## src/pkg/scanline_pkg.sv

```systemverilog
// Purpose: shared constants for the scan-line sync and line counter block
// Assumes: one machine cycle per ref_clk rising edge
// Notes: offsets are host bus byte addresses
package scanline_pkg;
	// ==========================================
	// register map
	localparam logic [15:0] line_sync_strobe_addr = 16'hD40A;
	localparam logic [15:0] vertical_line_readout_addr = 16'hD40B;
	// ==========================================
	// horizontal timing
	localparam int cycles_per_line = 114;
	localparam logic [6:0] last_cycle = 7'h71;
	localparam logic [6:0] strobe_deadline = 7'h67;
	localparam logic [6:0] release_cycle = 7'h69;
	localparam logic [6:0] increment_cycle = 7'h6E;
	// ==========================================
	// vertical timing and counter reset values
	localparam logic [8:0] last_line_60hz = 9'h105;
	localparam logic [8:0] last_line_50hz = 9'h137;
	localparam logic [8:0] line_reset_value = 9'h000;
	localparam logic [6:0] hcount_reset_value = 7'h00;
endpackage : scanline_pkg

```

## src/core/line_counter.sv

```systemverilog
// Purpose: vertical scan counter with delayed end-of-frame reset
// Assumes: hcount supplied by the parent
// Notes: readout drops bit 0 of the counter
module line_counter (
	// clock and reset
	input wire logic ref_clk,
	input wire logic reset_n,
	// timing
	input wire logic [6:0] hcount,
	input wire logic mode_50hz,
	// readout
	output logic [7:0] readout
);
	logic [8:0] vertical_line_readout;
	logic at_inc;
	logic at_end;
	logic past_end;
	logic [8:0] last_line;
	// step one edge early so the new value stands during the increment cycle
	assign at_inc = (hcount == scanline_pkg::increment_cycle - 7'h01);
	assign last_line = mode_50hz ? scanline_pkg::last_line_50hz : scanline_pkg::last_line_60hz;
	assign at_end = (vertical_line_readout > last_line);
	// one extra cycle before the wrap shows
	assign past_end = at_end && (hcount == scanline_pkg::increment_cycle);
	always_ff @(posedge ref_clk) begin
		if (!reset_n) begin
			vertical_line_readout <= scanline_pkg::line_reset_value;
		end else if (past_end) begin
			vertical_line_readout <= scanline_pkg::line_reset_value;
		end else if (at_inc) begin
			vertical_line_readout <= vertical_line_readout + 9'h001;
		end
	end
	assign readout = vertical_line_readout[8:1];
endmodule : line_counter

```

## src/core/scanline_sync.sv

```systemverilog
// Purpose: line sync strobe hold of the host ready line, and line readout
// Assumes: host ignores ready hold on its write cycles
// Notes: dma occupancy of cycles 105 and 106 comes from the dma scheduler
//
// Functional notes
// - strobe write holds host ready after one cycle until cycle 105
// - writes by cycle 103 release this line; 104 or later the next line
// - playfield dma on cycle 105 delays release by one cycle
// - refresh on 105 delays one; refresh pushed to 106 delays two
// - last rmw write to strobe must arrive by cycle 103
// - rmw writes on 103 and 104 hold next fetch to next line 105
// - readout returns vertical counter bits 1 through 8
// - readout holds through cycle 109, increments on 110
// - readout wraps after 0x82 at 60 Hz, 0x9B at 50 Hz
// - final line shows 0x83 or 0x9C on 110 only, zero from 111
module scanline_sync (
	// clock and reset
	input wire logic ref_clk,
	input wire logic reset_n,
	// host bus
	input wire logic [15:0] addr,
	input wire logic write_en,
	input wire logic read_en,
	output logic [7:0] read_data,
	output logic ready,
	// dma occupancy and mode
	input wire logic playfield_dma_105,
	input wire logic refresh_dma_105,
	input wire logic mode_50hz,
	// horizontal position
	output logic [6:0] hcount
);
	typedef enum logic [3:0] {
		st_idle = 4'b0001,
		st_arm = 4'b0010,
		st_hold = 4'b0100,
		st_slip = 4'b1000
	} sync_state_e;

	// ==========================================
	// state and control signals
	sync_state_e state;
	sync_state_e next_state;

	logic next_line;
	logic strobe_wr;
	logic strobe_taken;

	logic [1:0] slip;
	logic [1:0] next_slip;
	logic [1:0] slip_need;
	logic slip_last;

	logic line_end;
	logic at_release;
	logic late_write;
	logic hold_active;
	logic release_now;

	logic wait_line;
	logic next_wait_line;

	logic [6:0] next_hcount;

	logic readout_sel;
	logic [7:0] readout;
	logic [7:0] next_read_data;

	// ==========================================
	// horizontal counter
	assign line_end = (hcount == scanline_pkg::last_cycle);

	assign next_hcount = line_end ? scanline_pkg::hcount_reset_value
		: hcount + 7'h01;

	always_ff @(posedge ref_clk) begin
		if (!reset_n) begin
			hcount <= scanline_pkg::hcount_reset_value;
		end else begin
			hcount <= next_hcount;
		end
	end

	// ==========================================
	// strobe decode
	assign strobe_wr = write_en && (addr == scanline_pkg::line_sync_strobe_addr);

	// a strobe counts only while the host still runs
	assign strobe_taken = strobe_wr && ready;

	// a write on the last cycle reaches the next release anyway
	assign late_write = (hcount > scanline_pkg::strobe_deadline)
		&& !line_end;

	// ==========================================
	// release timing
	assign at_release = (hcount == scanline_pkg::release_cycle);

	assign hold_active = (state == st_hold);

	assign release_now = hold_active && at_release && !wait_line;

	// refresh pushed to 106 by playfield gives two cycles
	assign slip_need = playfield_dma_105 ? (refresh_dma_105 ? 2'h2 : 2'h1)
		: (refresh_dma_105 ? 2'h1 : 2'h0);

	assign slip_last = (slip == 2'h1);

	// ==========================================
	// late write flag
	// the strobe wins over the line end clear
	assign next_wait_line = strobe_taken ? next_line
		: (line_end ? 1'b0 : wait_line);

	always_ff @(posedge ref_clk) begin
		if (!reset_n) begin
			wait_line <= 1'b0;
		end else begin
			wait_line <= next_wait_line;
		end
	end

	// ==========================================
	// hold state machine
	always_comb begin
		next_state = state;
		next_line = 1'b0;
		next_slip = slip;
		unique case (state)
			st_idle: begin
				if (strobe_wr) begin
					next_state = st_arm;
					next_line = late_write;
				end
			end
			st_arm: begin
				if (strobe_wr) begin
					// second rmw write restarts the grace cycle
					next_state = st_arm;
					next_line = late_write;
				end else begin
					// hold starts one cycle after the last write
					next_state = st_hold;
				end
			end
			st_hold: begin
				if (release_now) begin
					next_slip = slip_need;
					if (slip_need == 2'h0) begin
						next_state = st_idle;
					end else begin
						next_state = st_slip;
					end
				end
			end
			st_slip: begin
				next_slip = slip - 2'h1;
				if (slip_last) begin
					next_state = st_idle;
				end
			end
		endcase
	end

	always_ff @(posedge ref_clk) begin
		if (!reset_n) begin
			state <= st_idle;
		end else begin
			state <= next_state;
		end
	end

	always_ff @(posedge ref_clk) begin
		if (!reset_n) begin
			slip <= 2'h0;
		end else begin
			slip <= next_slip;
		end
	end

	// ==========================================
	// host ready
	// host repeats its read while low; writes pass regardless
	assign ready = (state == st_idle) || (state == st_arm);

	// ==========================================
	// line counter readout
	line_counter u_line_counter (
		.ref_clk(ref_clk),
		.reset_n(reset_n),
		.hcount(hcount),
		.mode_50hz(mode_50hz),
		.readout(readout)
	);

	// ==========================================
	// read data register
	assign readout_sel = read_en && (addr == scanline_pkg::vertical_line_readout_addr);

	// unmapped reads leave the last value standing
	assign next_read_data = readout_sel ? readout : read_data;

	always_ff @(posedge ref_clk) begin
		if (!reset_n) begin
			read_data <= 8'h00;
		end else begin
			read_data <= next_read_data;
		end
	end
endmodule : scanline_sync

```

## config.mk

```make
export PLATFORM = sky130hd
export DESIGN_NAME = scanline_sync
export DESIGN_NICKNAME = d
export VERILOG_FILES = /design/src/pkg/scanline_pkg.sv /design/src/core/line_counter.sv /design/src/core/scanline_sync.sv
export SDC_FILE = /design/constraint.sdc
export NUM_CORES = 1
export LEC_CHECK = 0
export ABC_AREA = 1
export BUFFER_PORTS_ARGS = -buffer_cell sky130_fd_sc_hd__clkbuf_2
export CAP_MARGIN = 15
export CELL_PAD_IN_SITES_DETAIL_PLACEMENT = 1
export CELL_PAD_IN_SITES_GLOBAL_PLACEMENT = 1
export CORE_ASPECT_RATIO = 1.4
export CORE_UTILIZATION = 39
export CTS_BUF_LIST = sky130_fd_sc_hd__clkbuf_2
export CTS_CLUSTER_DIAMETER = 120
export DETAILED_ROUTE_END_ITERATION = 6
export GPL_TIMING_DRIVEN = 0
export HOLD_SLACK_MARGIN = 0.08
export PLACE_DENSITY_LB_ADDON = 0.05
export SLEW_MARGIN = 15
export SYNTH_ARGS = -nofsm -noshare
export SYNTH_HDL_FRONTEND = slang
export SYNTH_SLANG_ARGS = --single-unit
```

## constraint.sdc

```tcl
create_clock -name ref_clk -period 1.4 [get_ports ref_clk]
set_input_delay 0.28 -clock ref_clk [delete_from_list [all_inputs] [get_ports ref_clk]]
set_output_delay 0.28 -clock ref_clk [all_outputs]
set_load 0.02 [all_outputs]
```

# Word level (Yosys, flattened, before mapping)
# Index checks and enable logic that the tools add are counted.
# word_totals
reg_bits	31
in_bits	23
out_inout_bits	16
elab_cells	60
# classes
addsub	3
n_lt_le_gt_ge	2
n_eq_ne	14
mux	16
bitwise	1
reduce_logical	18
# op_table
op	count
$eq 16x16->1 const B	2
$eq 7x7->1 const B	4
$mux 4	4
$pmux 4 s4	1
$add 9x1->9 const B	1
$gt 9x9->1	1
$add 7x1->7 const B	1
$gt 7x7->1 const B	1
$logic_and 1x1->1	7
$mux 2	3
$mux 6	1
$reduce_or 2->1	3
$mux 1	5
$eq 4x1->1 const B	1
$eq 4x2->1 const B	1
$eq 4x3->1 const B	1
$eq 4x4->1 const B	1
$ne 2x2->1 const B	2
$pmux 2 s2	1
$reduce_bool 2->1	2
$mux 3	1
$reduce_and 3->1	1
$eq 2x1->1 const B	1
$logic_not 1->1	2
other kinds (6)	6

# Longest topological paths before layout
# logic_depth
ltp_word	6
ltp_mapped	10
ltp_nobuf	10

# Hierarchy
# From an unflattened synthesis, not the netlist that was laid out.
# hier_totals
cells_unflattened	306
hier_area_um2	2030.7
# modules_own_cells
mod	instances	cells_per_inst	area_per_inst_um2	seq_area_each_um2
scanline_sync	1	181	1261.2	440.4
line_counter	1	125	769.5	180.2

# Worst setup path before layout
# No wires, ideal clock.
# synth_path
path_kind	register to register
startpoint	register hcount[0]
endpoint	register state[3]
setup_ps	115
arrival_ps	1348
required_time_ps	1285
path_slack_ps	-63
path_stages_with_launch	9
period_less_slack_ps	1463
path_cell_list	dfxtp_1 > ha_1 > inv_1 > nor2_1 > nand3_1 > a21oi_1 > nand3_1 > nand2_1 > nor2_1
# synth_via
elab_chain_len	5
# synth_lines
item	line	text
from (decl)	scanline_sync.sv:31	output logic [6:0] hcount
from (signal assigned)	scanline_sync.sv:78	hcount <= scanline_pkg::hcount_reset_value;
from (signal assigned)	scanline_sync.sv:80	hcount <= next_hcount;
$eq 7x7->1	scanline_sync.sv:97	assign at_release = (hcount == scanline_pkg::release_cycle);
$logic_and 1x1->1 (2 in a row)	scanline_sync.sv:101	assign release_now = hold_active && at_release && !wait_line;
$ne 2x1->1 (no source line)	n/a	
$reduce_and 3->1 (no source line)	n/a	
to (signal assigned)	scanline_sync.sv:167	state <= st_idle;
to (signal assigned)	scanline_sync.sv:169	state <= next_state;
to (decl)	scanline_sync.sv:42	sync_state_e state;
# Every way passes these cells.
# A chain may end at the register's enable or synchronous reset.

# Worst setup path after layout
# layout_path
startpoint	register state[0]
endpoint	output ready
# layout_via
elab_chain_len	2
# layout_lines
item	line	text
$eq 4x1->1 / $eq 4x2->1 (equally long branches)	scanline_sync.sv:184	assign ready = (state == st_idle) || (state == st_arm);
$logic_or 1x1->1 (*)	scanline_sync.sv:184	
to (decl)	scanline_sync.sv:25	output logic ready,
# Mark *: on every way between the ends. The rest lies on a longest branch, timed or not.

==> summary.txt <==
Critical path
  • Critical path required time: 1.12 ns
  • Reg-to-reg endpoint: u_line_counter.vertical_line_readout[3]
  • Worst reg2reg path startpoint: u_line_counter.vertical_line_readout[5]
  • Critical Path Source Type: flop
  • Kind of end point of the critical path: primary output
  • Reg2Reg Setup Slack: approximately 0.010 ns
  • R2R depth: 8
  • Worst-path maximum fanout: 3
  • CP Data Arrival Time: 1.14 ns
  • WS Path Type: flop to primary output

Floorplan
  • # rows: 28
  • Full die area: a little under 5000 µm²
  • Die extent in x: around 59 µm
  • Ports: 39
  • Die H: approximately 80 µm
  • Initial Util: about two fifths
  • Core area: approximately 4300 µm²

Timing
  • Tcrit/Tclk final: 101%
  • Hold_ws: 0.284 ns
  • Final Setup Violations: 1
  • Final WS setup: -0.0155 ns
  • Fmax: slightly above 0.7 GHz
  • Slew Limit Fails: 0
  • Worst Tran Pin Value: 0.432 ns
  • Setup tns final: -0.0155 ns
  • Slew margin rel.: slightly above 70%
  • Setup Skew: 0.00620 ns
  • Final min period: 1.42 ns
  • Final hold violation count: 0
  • Unrepaired setup endpoints after global routing: yes

Clocking
  • Clock-pin slew on the worst setup and hold paths: around 0.16 ns
  • Clk root buf: clkbuf_2
  • Worst-case clock buffer depth: 2
  • Clock sink total: 31
  • Num CTS Buffers: 5
  • TritonCTS clock tree: done
  • CTS H-tree lvls: 2
  • Hold buffer count at cts: 0
  • Latest clock arrival within the worst-skew pair: between 0.3 and 0.4 ns

Route
  • ANT nets after route: 0
  • DR vias/cell: just under 5
  • Routed WL: around 4.8 mm
  • Drt first pass iters: 4
  • WL per Instance: between 10 and 15 µm
  • Vias: roughly 1900
  • 1st-iter DRT viols: 35
  • DRC Markers: 0

Logic synthesis
  • Synth top cells by count: nand2_1 (54), inv_1 (53), nor2_1 (37)
  • Yosys reg bits: 31
  • Top-area cell type share of the netlist area: 34.5%
  • Cell count after synthesis: approximately 270
  • Synth warn: 0
  • Cell taking the most area after synthesis: dfxtp_1
  • Yosys cell types: 29
  • Syn avg cell area: between 6 and 7 µm²
  • Top FF cell, synth: dfxtp_1
  • Synth Cell Area: 1800 µm²
  • Most frequent cell after synthesis: nand2_1
  • Number of synthesized flops with an enable pin: 0
  • Seq/Total Area, Yosys: approximately 35%
  • Post-synth ARST share: 0%
  • Syn_nets: 300
  • Synth top area cells: dfxtp_1 (35%), nand2_1 (11%), inv_1 (11%)

Cells and area
  • Post-route cell area: 2390 µm²
  • Layout cells sized above 1: between 30% and 40%
  • NumNets Final: 356
  • # diodes: 0
  • Layout area overhead: 33.3%

Global routing
  • Largest net degree at the start of global routing: 11
  • Initial antenna violation count: 0
  • First-pass GRT wire length: roughly 7.4 mm
  • GRT Util Overall: slightly below 20%
  • Vias in the first global route: around 1800
  • GR Overflow Total: 0

Flow run
  • Max-cap violations: 0

Placement
  • DPL Wire Length: roughly 3.4 mm
  • RePlAce Congestion: roughly 0.79
  • Port Buffers: 38
  • Dpl cell area: slightly above 2000 µm²

Hold path
  • Hold_sp: write_en
  • Hold Crit Depth: 5
  • Hold worst-path end: wait_line
  • Hold Path Class: input port to flop

Power
  • VDD IR-drop max: roughly 550 µV
  • Leakage Power: 0.00112 µW
  • Pwr/cell area: between 800 and 900 nW/µm²

Outcome
  • Failing checks: setup timing
  • Status: finished with violations
## state kept, by name (all words and copies together) (netlist names)
register / cells
u_line_counter.vertical_line_readout: 9
read_data: 8
hcount: 7
state: 4
slip: 2
wait_line: 1
## area by class of cell
cell class,instances,area (µm²)
Multi-Input combinational cell,180,1120
Fill cell,598,1910
Inverter,54,203
Sequential cell,31,648
Clock inverter,1,5.00
Tap cell,60,75.1
Buffer,3,28.8
Clock buffer,7,35.0
Timing Repair Buffer,48,279
## cells by family after synthesis
logic type | Yosys count | synth area share (%)
flip-flops | 31 | 34.5
XOR/XNOR | 5 | 2.44
adder cells (fa/ha/maj) | 10 | 6.96
buffers and inverters | 57 | 12.9
AO/OA/AOI/OAI | 39 | 11.3
AND/OR/NAND/NOR | 125 | 31.9
## worst max-delay path, stage by stage (launching register included)
cell	delay (ns)
dfxtp_2	0.37
inv_2	0.05
nand2_2	0.06
a21oi_4	0.17
buf_8	0.13
## metal layers
layer | vias to the layer above | routed length, µm | track usage [%]
li1 | 944 | - | -
met1 | 881 | 1940 | 20.3
met2 | 23 | 2670 | 38.5
met3 | 10 | 109 | 3.89
met4 | 0 | 122 | 7.62
met5 | - | 0 | 0
## cell usage in the layout, fill, tap and decap left out, types with 2 or more instances in the layout
master / n
nor2_1: 30
a21oi_2: 2
nor2_2: 5
ha_1: 7
nand2_1: 43
nand3b_1: 2
inv_1: 48
a21oi_1: 19
nand2_4: 3
inv_2: 6
buf_4: 9
dfxtp_4: 5
nor3_2: 3
clkbuf_2: 44
xor2_1: 4
nand2_2: 11
o21ai_2: 2
nor3_1: 4
nand4_1: 4
ha_4: 2
nand3_1: 10
dfxtp_1: 19
nor2_4: 4
dfxtp_2: 7
a21oi_4: 2
o21ai_0: 11
## worst max-delay path by stage
stage	start	endpoint	cells after the start
detailed placement	mode_50hz	u_line_counter.vertical_line_readout[5]	10
global placement	mode_50hz	u_line_counter.vertical_line_readout[6]	10
finish	state[0]	ready	4
global route	state[0]	ready	4
CTS	state[1]	ready	4
floorplan	hcount[0]	state[3]	8
## per-stage QoR
step | worst slack (ns) | power (µW) | instances | utilization (%)
final | -0.0155 | 2110 | 384 | 55.6
after floorplan | 0.0526 | 1270 | 267 | -
after global routing | -0.0757 | 2230 | 384 | 55.6
after global placement | -0.263 | 1390 | 365 | 47.9
after detailed placement | -0.289 | 1400 | 365 | 47.9
after CTS | -0.0342 | 2040 | 383 | 53.2
## repair_timing
item	4_1_cts	5_1_grt
setup endpoints to repair	18	18
setup buffers	9	1
resized for setup	36	30
hold endpoints to repair	0	0
pin swaps	7	11
gates cloned	1	0
## power by group
| group | internal, µW | total [µW] | switching [µW] |
|---|---|---|---|
| combinational | 324 | 692 | 368 |
| clock | 137 | 444 | 307 |
| sequential | 931 | 973 | 41.9 |
(Power assumes the default switching activity.)
